[src/design/ubprs_pkg.sv]
// ubprs_pkg: constants and carrier types for the power/reset/status block
// assumes a 100 MHz system clock; no imports are made from it
package ubprs_pkg;
	// system clock period
	localparam int CLK_PERIOD_NS = 10;
	// reset output release delay after supply and clock are good
	localparam int RST_HOLD_US = 2000;
	localparam int RST_HOLD_CYC = (RST_HOLD_US * 1000) / CLK_PERIOD_NS;
	// minimum visible activity led pulse
	localparam int LED_PULSE_US = 50000;
	localparam int LED_PULSE_CYC = (LED_PULSE_US * 1000) / CLK_PERIOD_NS;
	// counter widths
	localparam int RST_CNT_W = 24;
	localparam int LED_CNT_W = 24;
	// oscillator output half period in system cycles (100/12 ~ 8 per half)
	localparam int OSC_HALF_CYC = 8;
	localparam int OSC_CNT_W = 4;
	// synchroniser depth for pin inputs
	localparam int SYNC_DEPTH = 3;

	// reset output sequencer states
	typedef enum logic [1:0] {
		UBPRS_RST_WAIT,
		UBPRS_RST_HOLD,
		UBPRS_RST_DRIVE
	} ubprs_rst_state_t;

	// usb side status inputs
	typedef struct packed {
		logic suspended;
		logic configured;
		logic bus_reset;
		logic tx_active;
		logic rx_active;
	} ubprs_usb_status_t;

	// pin-level outputs with their enables
	typedef struct packed {
		logic reset_output;
		logic reset_output_oe;
		logic eeprom_oe;
		logic power_enable_n;
		logic suspend_n;
		logic tx_activity_led_n;
		logic rx_activity_led_n;
		logic oscillator_output;
	} ubprs_pins_t;
endpackage : ubprs_pkg

[src/design/ubprs_led_stretch.sv]
// ubprs_led_stretch: stretches an activity level into an open-collector pulse
// assumes activity comes from logic on the same clock
`timescale 1ns/1ps
module ubprs_led_stretch
#(
	parameter int PULSE_CYCLES = ubprs_pkg::LED_PULSE_CYC
)
(
	// clock and reset
	input wire logic sys_clk_in,
	input wire logic reset_n_in,
	// activity in, led drive out (low = lit)
	input wire logic active_in,
	output logic led_n_out
);
	typedef struct packed {
		logic [ubprs_pkg::LED_CNT_W-1:0] cnt;
		logic led_n;
	} ubprs_led_state_t;

	ubprs_led_state_t state_r;
	ubprs_led_state_t state_nxt;

	// reload on activity so back-to-back transfers merge into one pulse
	always_comb
	begin
		state_nxt = state_r;
		if (active_in)
		begin
			state_nxt.cnt = ubprs_pkg::LED_CNT_W'(PULSE_CYCLES);
		end
		else if (state_r.cnt != '0)
		begin
			state_nxt.cnt = state_r.cnt - 1'b1;
		end
		state_nxt.led_n = !(active_in ||
			state_r.cnt > ubprs_pkg::LED_CNT_W'(1));
	end

	// state register
	always_ff @(posedge sys_clk_in or negedge reset_n_in)
	begin
		if (!reset_n_in)
		begin
			state_r <= '{cnt: '0, led_n: 1'b1};
		end
		else
		begin
			state_r <= state_nxt;
		end
	end

	assign led_n_out = state_r.led_n;
endmodule : ubprs_led_stretch

[src/design/ubprs_top.sv]
// ubprs_top: power, reset and status outputs of the usb serial bridge
// assumes usb status comes from same-clock logic; pins are synchronised
// Contract
// - During reset the eeprom pins float; otherwise the clock is driven.
// - The suspend indicator is low while suspended and high otherwise.
// - Power enable goes low once configured and back high in suspend.
// - The board straps power select low for bus, high for self powered.
// - External reset is active low and is tied high when unused.
// - Reset output floats about 2ms after supply and clock, then drives.
// - External reset low forces the reset output back to float.
// - A usb bus reset does not affect the reset output.
// - The transmit led pulses low while usb data is sent.
// - The receive led pulses low while usb data is received.
// - The oscillator output stops toggling while suspended.
`timescale 1ns/1ps
module ubprs_top
#(
	parameter int RST_HOLD_CYCLES = ubprs_pkg::RST_HOLD_CYC,
	parameter int LED_PULSE_CYCLES = ubprs_pkg::LED_PULSE_CYC
)
(
	// clock and power-on reset
	input wire logic sys_clk_in,
	input wire logic reset_n_in,
	// board pins
	input wire logic external_reset_n_in,
	input wire logic power_source_select_in,
	input wire logic supply_good_in,
	input wire logic test_mode_in,
	// usb engine status
	input wire ubprs_pkg::ubprs_usb_status_t usb_status_in,
	// eeprom pins
	output logic eeprom_serial_clock_out,
	output logic eeprom_serial_clock_oe_out,
	output logic eeprom_chip_select_oe_out,
	output logic eeprom_data_io_oe_out,
	// reset output pin
	output logic reset_output_out,
	output logic reset_output_oe_out,
	// power control pins
	output logic suspend_n_out,
	output logic power_enable_n_out,
	output logic self_powered_out,
	output logic test_mode_out,
	// leds, open collector: oe high pulls the pin low
	output logic tx_activity_led_n_oe_out,
	output logic rx_activity_led_n_oe_out,
	// oscillator output
	output logic oscillator_output_out
);
	typedef struct packed {
		logic [ubprs_pkg::SYNC_DEPTH-1:0] ext_rst_sync;
		logic [ubprs_pkg::SYNC_DEPTH-1:0] supply_sync;
		logic [ubprs_pkg::SYNC_DEPTH-1:0] psel_sync;
		logic [ubprs_pkg::SYNC_DEPTH-1:0] test_sync;
		logic ext_rst_n;
		logic supply_ok;
		logic self_powered;
		logic test_mode;
		ubprs_pkg::ubprs_rst_state_t rst_state;
		logic [ubprs_pkg::RST_CNT_W-1:0] rst_cnt;
		logic pwr_en_n;
		logic [ubprs_pkg::OSC_CNT_W-1:0] osc_cnt;
		logic osc;
	} ubprs_state_t;

	ubprs_state_t state_r;
	ubprs_state_t state_nxt;
	logic tx_led_n;
	logic rx_led_n;

	// next-state logic for the whole block except the two led stretchers
	always_comb
	begin
		state_nxt = state_r;
		// three-stage synchronisers; only stages 1 and 2 are compared
		state_nxt.ext_rst_sync = {state_r.ext_rst_sync[1:0],
			external_reset_n_in};
		state_nxt.supply_sync = {state_r.supply_sync[1:0], supply_good_in};
		state_nxt.psel_sync = {state_r.psel_sync[1:0],
			power_source_select_in};
		state_nxt.test_sync = {state_r.test_sync[1:0], test_mode_in};
		if (state_r.ext_rst_sync[1] == state_r.ext_rst_sync[2])
		begin
			state_nxt.ext_rst_n = state_r.ext_rst_sync[2];
		end
		if (state_r.supply_sync[1] == state_r.supply_sync[2])
		begin
			state_nxt.supply_ok = state_r.supply_sync[2];
		end
		if (state_r.psel_sync[1] == state_r.psel_sync[2])
		begin
			state_nxt.self_powered = state_r.psel_sync[2];
		end
		if (state_r.test_sync[1] == state_r.test_sync[2])
		begin
			state_nxt.test_mode = state_r.test_sync[2];
		end

		case (state_r.rst_state)
			ubprs_pkg::UBPRS_RST_WAIT:
			begin
				state_nxt.rst_cnt = '0;
				if (state_r.supply_ok && state_r.ext_rst_n)
				begin
					state_nxt.rst_state = ubprs_pkg::UBPRS_RST_HOLD;
				end
			end
			ubprs_pkg::UBPRS_RST_HOLD:
			begin
				state_nxt.rst_cnt = state_r.rst_cnt + 1'b1;
				if (state_r.rst_cnt >=
					ubprs_pkg::RST_CNT_W'(RST_HOLD_CYCLES - 1))
				begin
					state_nxt.rst_state = ubprs_pkg::UBPRS_RST_DRIVE;
				end
			end
			ubprs_pkg::UBPRS_RST_DRIVE:
			begin
				state_nxt.rst_cnt = '0;
			end
			default:
			begin
				state_nxt.rst_state = ubprs_pkg::UBPRS_RST_WAIT;
			end
		endcase
		if (!state_r.ext_rst_n || !state_r.supply_ok)
		begin
			state_nxt.rst_state = ubprs_pkg::UBPRS_RST_WAIT;
			state_nxt.rst_cnt = '0;
		end

		if (usb_status_in.suspended || !state_r.ext_rst_n)
		begin
			state_nxt.pwr_en_n = 1'b1;
		end
		else if (usb_status_in.configured)
		begin
			state_nxt.pwr_en_n = 1'b0;
		end

		if (!usb_status_in.suspended)
		begin
			if (state_r.osc_cnt ==
				ubprs_pkg::OSC_CNT_W'(ubprs_pkg::OSC_HALF_CYC - 1))
			begin
				state_nxt.osc_cnt = '0;
				state_nxt.osc = !state_r.osc;
			end
			else
			begin
				state_nxt.osc_cnt = state_r.osc_cnt + 1'b1;
			end
		end
	end

	// state register; pin filters start low, holding reset until seen high
	always_ff @(posedge sys_clk_in or negedge reset_n_in)
	begin
		if (!reset_n_in)
		begin
			state_r <= '{ext_rst_sync: '0, supply_sync: '0, psel_sync: '0,
				test_sync: '0, ext_rst_n: 1'b0, supply_ok: 1'b0,
				self_powered: 1'b0, test_mode: 1'b0,
				rst_state: ubprs_pkg::UBPRS_RST_WAIT, rst_cnt: '0,
				pwr_en_n: 1'b1, osc_cnt: '0, osc: 1'b0};
		end
		else
		begin
			state_r <= state_nxt;
		end
	end

	ubprs_led_stretch #(.PULSE_CYCLES(LED_PULSE_CYCLES)) u_tx_led
	(
		.sys_clk_in(sys_clk_in),
		.reset_n_in(reset_n_in),
		.active_in(usb_status_in.tx_active),
		.led_n_out(tx_led_n)
	);

	ubprs_led_stretch #(.PULSE_CYCLES(LED_PULSE_CYCLES)) u_rx_led
	(
		.sys_clk_in(sys_clk_in),
		.reset_n_in(reset_n_in),
		.active_in(usb_status_in.rx_active),
		.led_n_out(rx_led_n)
	);

	assign eeprom_serial_clock_out = 1'b0;
	assign eeprom_serial_clock_oe_out = state_r.ext_rst_n;
	assign eeprom_chip_select_oe_out = 1'b0; // protocol engine not here
	assign eeprom_data_io_oe_out = 1'b0;

	// reset output drives high only when released
	assign reset_output_out =
		(state_r.rst_state == ubprs_pkg::UBPRS_RST_DRIVE);
	assign reset_output_oe_out =
		(state_r.rst_state == ubprs_pkg::UBPRS_RST_DRIVE);

	assign suspend_n_out = !usb_status_in.suspended;
	assign power_enable_n_out = state_r.pwr_en_n;
	assign self_powered_out = state_r.self_powered;
	assign test_mode_out = state_r.test_mode;
	assign tx_activity_led_n_oe_out = !tx_led_n;
	assign rx_activity_led_n_oe_out = !rx_led_n;
	assign oscillator_output_out = state_r.osc;
endmodule : ubprs_top

[config.mk]
export PLATFORM = sky130hd
export DESIGN_NAME = ubprs_top
export DESIGN_NICKNAME = d
export VERILOG_FILES = /design/src/design/ubprs_pkg.sv /design/src/design/ubprs_led_stretch.sv /design/src/design/ubprs_top.sv
export SDC_FILE = /design/constraint.sdc
export NUM_CORES = 1
export LEC_CHECK = 0
export BUFFER_PORTS_ARGS = -buffer_cell sky130_fd_sc_hd__buf_2
export CORE_MARGIN = 4
export CORE_UTILIZATION = 55
export DETAILED_ROUTE_END_ITERATION = 8
export GPL_ROUTABILITY_DRIVEN = 0
export PLACE_DENSITY = 0.84
export SYNTH_ARGS = -nofsm -noshare
export SYNTH_HDL_FRONTEND = slang
export SYNTH_SLANG_ARGS = --single-unit
[constraint.sdc]
create_clock -name sys_clk_in -period 2.05 [get_ports sys_clk_in]
set_input_delay 0.41 -clock sys_clk_in [delete_from_list [all_inputs] [get_ports sys_clk_in]]
set_output_delay 0.41 -clock sys_clk_in [all_outputs]
set_load 0.05 [all_outputs]
# --- Yosys cells after proc, flatten, opt, wreduce, memory -nomap -nowiden ---
# Index checks and enable logic that the tools add are counted.
# W data, S select, Z words.
op_classes:
  add_sub_neg: 4
  order_cmp: 3
  n_eq_ne: 10
  mux: 12
  bitwise: 1
  reduce_logical: 23
ops:
  columns: ["op", "n"]
  rows:
  - ["$mux W24", 4]
  - ["$gt A24 B1 Y1 const B", 2]
  - ["$pmux W24 S2", 1]
  - ["$reduce_bool A24 Y1", 2]
  - ["$sub A24 B1 Y24 const B", 2]
  - ["$mux W26", 1]
  - ["$add A24 B1 Y24 const B", 1]
  - ["$ge A24 B18 Y1 const B", 1]
  - ["$logic_not A1 Y1", 8]
  - ["$ne A3 B3 Y1 const B", 2]
  - ["$pmux W2 S3", 1]
  - ["$reduce_bool A2 Y1", 3]
  - ["$add A4 B1 Y4 const B", 1]
  - ["$eq A1 B1 Y1", 4]
  - ["$eq A4 B3 Y1 const B", 1]
  - ["$logic_or A1 B1 Y1", 4]
  - ["$mux W2", 2]
  - ["$mux W4", 1]
  - ["$reduce_and A3 Y1", 1]
  - ["$reduce_bool A3 Y1", 1]
  - ["$eq A2 B1 Y1 const B", 1]
  - ["$eq A2 B2 Y1 const B", 1]
  - ["$logic_not A2 Y1", 1]
  - ["$mux W1", 2]
  - ["5 further kinds", 5]
totals:
  ff_bits: 98
  wordCells: 70

# --- Depth between registers and ports, before layout ---
# Gate-level depths: netlist (run 1).
depth:
  word_depth: 4
  ltp_mapped: 7
  mapped_depth_nobuf: 7

# --- Hierarchy ---
# A second synthesis (run 1) with hierarchy kept.
hier_totals:
  hier_cells: 480
  area_unflattened_um2: 5007.3
by_module_without_submodules:
  columns: ["module", "n_inst", "cells_per_inst", "area_per_inst_um2", "seq_area_each_um2"]
  rows:
  - ["ubprs_led_stretch", 2, 144, 1442.6, 626.9]
  - ["ubprs_top", 1, 192, 2122.0, 1202.4]

# --- Least setup slack after synthesis (run 1) ---
# OpenSTA, ideal clock, no wires.
synth_timing:
  path_type: "register to register"
  from: "register u_tx_led.state_r[5] (netlist bit)"
  to: "register u_tx_led.state_r[20] (netlist bit)"
  setup_time_ns: 0.131
  arrival_ns: 2.056
  path_slack_ns: -0.137
  path_stages_with_launch: 7
  n_path_buf: 1
  cell_sequence: "dfrtp_1 -> or4_1 -> buf_2 -> nor4_4 -> o211ai_4 -> o31a_1 -> or3_1"
synth_via:
  elab_chain_cells: 3
  word_cells_on_any_way: 5
  classes_between: "add/sub: 1; mux: 2; reduce/logical: 2"
synth_rtl:
  columns: ["item", "line", "source"]
  rows:
  - ["start: declaration", "ubprs_led_stretch.sv:21", "ubprs_led_state_t state_r;"]
  - ["start signal: assignment", "ubprs_led_stretch.sv:45", "state_r <= '{cnt: '0, led_n: 1'b1};"]
  - ["start signal: assignment", "ubprs_led_stretch.sv:49", "state_r <= state_nxt;"]
  - ["$sub A24 B1 Y24", "ubprs_led_stretch.sv:34", "state_nxt.cnt = state_r.cnt - 1'b1;"]
  - ["$mux W24", "ubprs_led_stretch.sv:32", "else if (state_r.cnt != '0)"]
  - ["$mux W24", "ubprs_led_stretch.sv:28", "if (active_in)"]
# Several ways; a longest one is shown, not always the timed one. The select of a mux whose other input is x is not followed.
# A chain may end at the register's enable or synchronous reset.

# --- Worst setup path in the final report (run 1) ---
layout_timing:
  from: "register u_tx_led.state_r[11] (netlist bit)"
  to: "register u_tx_led.state_r[20] (netlist bit)"
# The elaborated chain is that of the path after synthesis.

==> results of run 1 <==
==> cells by family (layout without fill, tap and decap cells) <==
kind of cell | after synthesis | after routing | synth area share
fa+ha+maj | 12 | 12 | 0.0292
flops | 98 | 98 | 0.511
buf+inv | 31 | 108 | 0.0292
compound gates | 64 | 64 | 0.0836
simple gates | 219 | 219 | 0.251
mux | 6 | 6 | 0.0133
other cells | 1 | 3 | 0.000781
xor+xnor | 45 | 45 | 0.0821
==> through the flow <==
step / setup slack, ns / power (mW) / hold slack [ns] / setup TNS (ns) / instance area [um2]
2_1_floorplan: -0.0458 / 2.65 / 0.114 / -0.0558 / 4840
3_3_place_gp: -0.0477 / 2.86 / 0.333 / -0.0892 / 5370
3_5_place_dp: -0.128 / 2.91 / 0.335 / -0.347 / 5370
4_1_cts: -0.0944 / 4.16 / 0.143 / -0.320 / 5670
5_1_grt: -0.169 / 4.39 / 0.135 / -0.642 / 5810
6_report: -0.105 / 4.19 / 0.153 / -0.306 / 5810
==> flip-flops by register name (all words and copies together), names as in the netlist <==
signal	cells
eeprom_serial_clock_oe_out	1
oscillator_output_out	1
power_enable_n_out	1
self_powered_out	1
state_nxt	8
state_r	35
test_mode_out	1
u_rx_led.led_n_out	1
u_rx_led.state_r	24
u_tx_led.led_n_out	1
u_tx_led.state_r	24
==> routing by layer <==
layer	vias to the layer above	wire (um)	part of all wire
met5	-	0	0
met2	82	5230	0.52
met3	10	364	0.036
li1	1836	-	-
met4	0	109	0.011
met1	1867	4400	0.44
==> path summary, 6_finish.rpt <==
path                       cells past startpoint                               end  slack, ns
min in group asynchronous                      2      self_powered_out$_DFFE_PN0N_       0.50
hold reg to reg                                0           state_nxt[41]$_DFF_PN0_       0.36
max in group asynchronous                      3    power_enable_n_out$_DFFE_PN1P_       0.89
setup / recovery                               5  u_tx_led.state_r[20]$_DFFE_PN0P_      -0.10
hold / removal                                 1           state_nxt[46]$_DFF_PN0_       0.15
setup reg to reg                               5  u_tx_led.state_r[20]$_DFFE_PN0P_      -0.10
==> synth_stat cells, drive strengths merged (2+ instances only) <==
cell	instances	area share
or3b	3	0.0055
buf	6	0.0096
nor3	18	0.019
nor2	58	0.045
o31a	2	0.0036
xor2	22	0.040
inv	12	0.0094
a211oi	2	0.0031
nand4	9	0.013
and3	5	0.0065
dfstp	3	0.016
mux2	3	0.0070
xnor2	23	0.042
a211o	2	0.0036
o31ai	7	0.011
nor3b	2	0.0031
nand2b	11	0.014
nor4b	2	0.0036
nor4	27	0.038
maj3	4	0.0083
nor2b	9	0.012
nand2	21	0.016
nand4b	2	0.0036
o21ai	23	0.025
or4	13	0.020
or2	3	0.0039
mux2i	3	0.0063
nand3	14	0.015
o211ai	4	0.0091
and2	2	0.0026
a21oi	19	0.020
ha	8	0.021
dfrtp	95	0.49
clkbuf	13	0.010
or3	17	0.023
==> area by class of cell <==
class | count | area [um2]
clock buffer | 10 | 128
clock inverter | 6 | 66.3
multi-input combinational | 349 | 2400
fill | 568 | 2530
inverter | 12 | 45.0
tap | 105 | 131
timing repair buffer | 80 | 582
sequential | 98 | 2460
==> power groups by stage <==
stage / clock, mW / combinational [mW] / sequential [mW]
2_1_floorplan: 0 / 0.383 / 2.26
3_3_place_gp: 0 / 0.662 / 2.20
3_5_place_dp: 0 / 0.689 / 2.22
4_1_cts: 1.25 / 0.726 / 2.18
5_1_grt: 1.34 / 0.836 / 2.21
6_report: 1.24 / 0.756 / 2.19
==> timing repair <==
item,in CTS,in global routing
gates resized for setup,9,27
endpoints found under the hold margin,24,0
pin swaps,10,11
hold buffers,1,0
endpoints found under the setup margin,12,35
buffers inserted,6,2
==> flow_summary.json, run 1 <==
{
  "yosysSeqAreaShare": 0.511,
  "final_util": 0.696,
  "finalClockSkew_ns": 0.00732,
  "antenna_left": 0,
  "ioPinCount": 24,
  "sw_frac_of_total": 0.292,
  "cp.required_ns": 2.29,
  "num-nets-final": 569,
  "core_mm2": 0.00834,
  "path_delay_family": "simple AND/OR/NAND/NOR gates",
  "clock_latency_ns": 0.35,
  "fin_crit_sh": 1.05,
  "cp_max_fo": 7,
  "globalRouteMet3Util": 0.0337,
  "p_switching_mw": 1.22,
  "clk_pin_slew_ns": 0.10,
  "violations": "negative setup slack",
  "arrival_ns": 2.39,
  "period_needed_ns": 2.15,
  "portBuffers": 19,
  "hp-start": "external_reset_n_in",
  "drt_iter0_drc": 203,
  "max_freq_mhz": 464,
  "rows": 33,
  "timing.rr.start": "u_tx_led.state_r[11]$_DFFE_PN0P_",
  "htree_levels": 3,
  "crit_slowest_cell": "or4_4",
  "start_util": 0.576,
  "startpoint_type": "flip-flop",
  "vias_per_cell": 5.75,
  "setup_viol": 4,
  "die_h_um": 101,
  "synthArstFlopShare": 1.00,
  "grt_remaining_overflow": 0,
  "syn_inst": 476,
  "cts_sinks": 98,
  "pwr-share-comb": 0.181,
  "synth_cell_types": 53,
  "dp_cells": 635,
  "rsz0062_at_grt": "true",
  "first_global_vias": 3764,
  "n_antenna_cell": 0,
  "hold_class": "in -> reg",
  "p_seq_frac": 0.522,
  "gr-usage-all-layers": 0.202,
  "cts_tree": "yes",
  "met2_usage": 0.358,
  "finalHoldViolCount": 0,
  "via_count": 3795,
  "hpwl_um": 6850,
  "synth_warnings": 0,
  "p_leak_nw": 2.29,
  "worst_pin_slew_ns": 0.520,
  "worst-path-buf-inv": 0,
  "p_int_mw": 2.96,
  "dieWidth_um": 101,
  "wl_per_cell_um": 15.3,
  "synth.avg_cell_area_um2": 10.1,
  "mostFrequentLayoutCell": "dfrtp_1",
  "end_kind": "flip-flop",
  "critPathLaunch": "u_tx_led.state_r[11]$_DFFE_PN0P_",
  "finalMaxSlewViolations": 0,
  "drive_above_1_share": 0.245,
  "wl_um": 10100,
  "status": "complete, but fails checks",
  "pwr-share-clk": 0.297,
  "setup_slack_ns": -0.105,
  "grt_pass1_wl_um": 16900,
  "stdcell_count": 660,
  "synth-main-ff-cell": "dfrtp_1",
  "syn_to_final_growth_pct": 20.9,
  "met1_usage": 0.257,
  "relSlewSlack": 0.654,
  "layout_common_cells": "dfrtp_1 (95), nor2_1 (57), buf_4 (57), xnor2_1 (23), xor2_1 (22)",
  "slowest_delay_ns": 0.57,
  "grt_max_degree": 51,
  "synthesis.area_mm2": 0.00480,
  "busiest_layer": "met2",
  "max-vdd-ir-drop_uv": 349,
  "antenna_found_initial": 0,
  "numCtsBuffers": 9,
  "first_pass_iters": 4,
  "ys_ff_latch": 98,
  "root_buffer": "clkbuf_8",
  "synth_edf_count": 0,
  "cts_buffer_depth": 2,
  "die-area_mm2": 0.0103,
  "p_per_area_mw_per_mm2": 721,
  "critPathKind": "reg -> reg",
  "cap_violations": 0,
  "worstPathCellList": "or4_4 > nor4_4 > o211ai_4 > o31a_1 > or3_1",
  "route.detailed.drc": 0
}
Note: power is estimated with default switching activity, not from simulation.
==> run 2, diff against run 1 <==
--- a/config.mk
+++ b/config.mk
@@ -14,3 +14,4 @@
 export SYNTH_ARGS = -nofsm -noshare
 export SYNTH_HDL_FRONTEND = slang
 export SYNTH_SLANG_ARGS = --single-unit
+export TNS_END_PERCENT = 20
==> run 2 against run 1 <==
  * Sequential cell count did not move
  * Critical endpoint unchanged
  * The run still ends with negative setup slack left
  * Fmax fell by 0.61%
  * Largest cell class unchanged
  * Utilization fell by 2.2 points
  * Highest routed layer unchanged
==> flow_summary.json, run 2 (same netlist as run 1, synthesis figures left out) <==
{
  "status": "complete, but fails checks",
  "setup_viol": 8,
  "cp_max_fo": 7,
  "finalMaxSlewViolations": 0,
  "end_kind": "flip-flop",
  "die_h_um": 101,
  "setup_slack_ns": -0.118,
  "cts_buffer_depth": 2,
  "ioPinCount": 24,
  "gr-usage-all-layers": 0.195,
  "arrival_ns": 2.42,
  "grt_pass1_wl_um": 16400,
  "worst_pin_slew_ns": 0.515,
  "num-nets-final": 561,
  "largest_reg_flops": 35,
  "cts_tree": "yes",
  "wl_um": 9620,
  "clock_latency_ns": 0.37,
  "rows": 33,
  "core_mm2": 0.00834,
  "largest_register": "state_r",
  "fin_crit_sh": 1.06,
  "first_global_vias": 3771,
  "drt_iter0_drc": 167,
  "start_util": 0.576,
  "startpoint_type": "flip-flop",
  "antenna_found_initial": 0,
  "hold_class": "in -> async",
  "max_freq_mhz": 461,
  "grt_max_degree": 43,
  "violations": "negative setup slack",
  "grt_remaining_overflow": 0,
  "reg_top3": "state_r: 35 flops, u_rx_led.state_r: 24 flops, u_tx_led.state_r: 24 flops",
  "numCtsBuffers": 9,
  "p_per_area_mw_per_mm2": 731,
  "portBuffers": 19,
  "fin_tns_setup_ns": -0.475,
  "cts_sinks": 98,
  "first_pass_iters": 4,
  "rsz0062_at_grt": "true",
  "max-vdd-ir-drop_uv": 548,
  "drive_above_1_share": 0.216,
  "finalHoldViolCount": 0,
  "layout_common_cells": "dfrtp_1 (95), nor2_1 (56), buf_4 (52), xnor2_1 (23)",
  "critPathKind": "reg -> reg",
  "timing.rr.start": "u_tx_led.state_r[10]$_DFFE_PN0P_",
  "die-area_mm2": 0.0103,
  "power_mw": 4.11,
  "p_leak_nw": 2.24,
  "via_count": 3777,
  "cts_hold_buf": 0,
  "cap_violations": 0,
  "period_needed_ns": 2.17,
  "critPathLaunch": "u_tx_led.state_r[10]$_DFFE_PN0P_",
  "finalClockSkew_ns": 0.00906,
  "wl_per_cell_um": 14.8,
  "relSlewSlack": 0.657,
  "clk_pin_slew_ns": 0.11,
  "antenna_left": 0,
  "hpwl_um": 6490,
  "mostFrequentLayoutCell": "dfrtp_1",
  "cp.required_ns": 2.30,
  "dieWidth_um": 101,
  "root_buffer": "clkbuf_8",
  "route.detailed.drc": 0,
  "vias_per_cell": 5.79,
  "htree_levels": 3,
  "dpl_worst_slack_ns": -0.110,
  "syn_to_final_growth_pct": 17.2,
  "n_antenna_cell": 0
}
-- run 2: report_power, final --
group | switching, mW | internal, mW
Clock | 0.745 | 0.488
Combinational | 0.398 | 0.290
Sequential | 0.129 | 2.06
Total | 1.27 | 2.84
-- run 2: cell type report --
class | instances | area [um2]
Clock buffer | 9 | 124
Clock inverter | 7 | 76.3
Fill cell | 618 | 2710
Inverter | 12 | 45.0
Multi-Input combinational cell | 349 | 2280
Sequential cell | 98 | 2460
Tap cell | 105 | 131
Timing Repair Buffer | 72 | 512
-- run 2: critical path, stage by stage, from the launching register on --
cell and delay, ns:
dfrtp_1 0.39, or4_4 0.56, nor4_4 0.32, o211ai_4 0.17, o31a_1 0.29, or3_1 0.32
-- run 2: stage by stage --
step           utilization  hold WS, ns  cells  area, um2
2_1_floorplan            -        0.114    478       4820
3_3_place_gp         0.639        0.336    632       5330
3_5_place_dp         0.639        0.335    632       5330
4_1_cts              0.667       0.0119    650       5570
5_1_grt              0.675       0.0321    652       5630
6_report             0.675      0.00130    652       5630
-- run 2: worst paths after layout --
path / end / slack [ns] / cells after the start
min in group sys_clk_in: state_nxt[37]$_DFF_PN0_ / 0.14 / 1
max: u_tx_led.state_r[20]$_DFFE_PN0P_ / -0.12 / 5
min: oscillator_output_out$_DFFE_PN0P_ / 0.001 / 1
min reg2reg: state_nxt[41]$_DFF_PN0_ / 0.36 / 0
max reg2reg: u_tx_led.state_r[20]$_DFFE_PN0P_ / -0.12 / 5
max in group asynchronous: u_rx_led.led_n_out$_DFF_PN1_ / 1.41 / 2
-- run 2: repair_timing --
| item | in CTS | in global routing |
|---|---|---|
| buffers inserted | 2 | 2 |
| pin swaps | 7 | 2 |
| endpoints found under the setup margin | 7 | 32 |
| resized for setup | 5 | 11 |
-- run 2: metal layers --
layer	vias to the layer above	track usage	wire, um
met5	-	0	0
met4	0	0.0521	161
met3	16	0.0358	295
met2	69	0.334	4880
met1	1863	0.255	4280
li1	1829	-	-
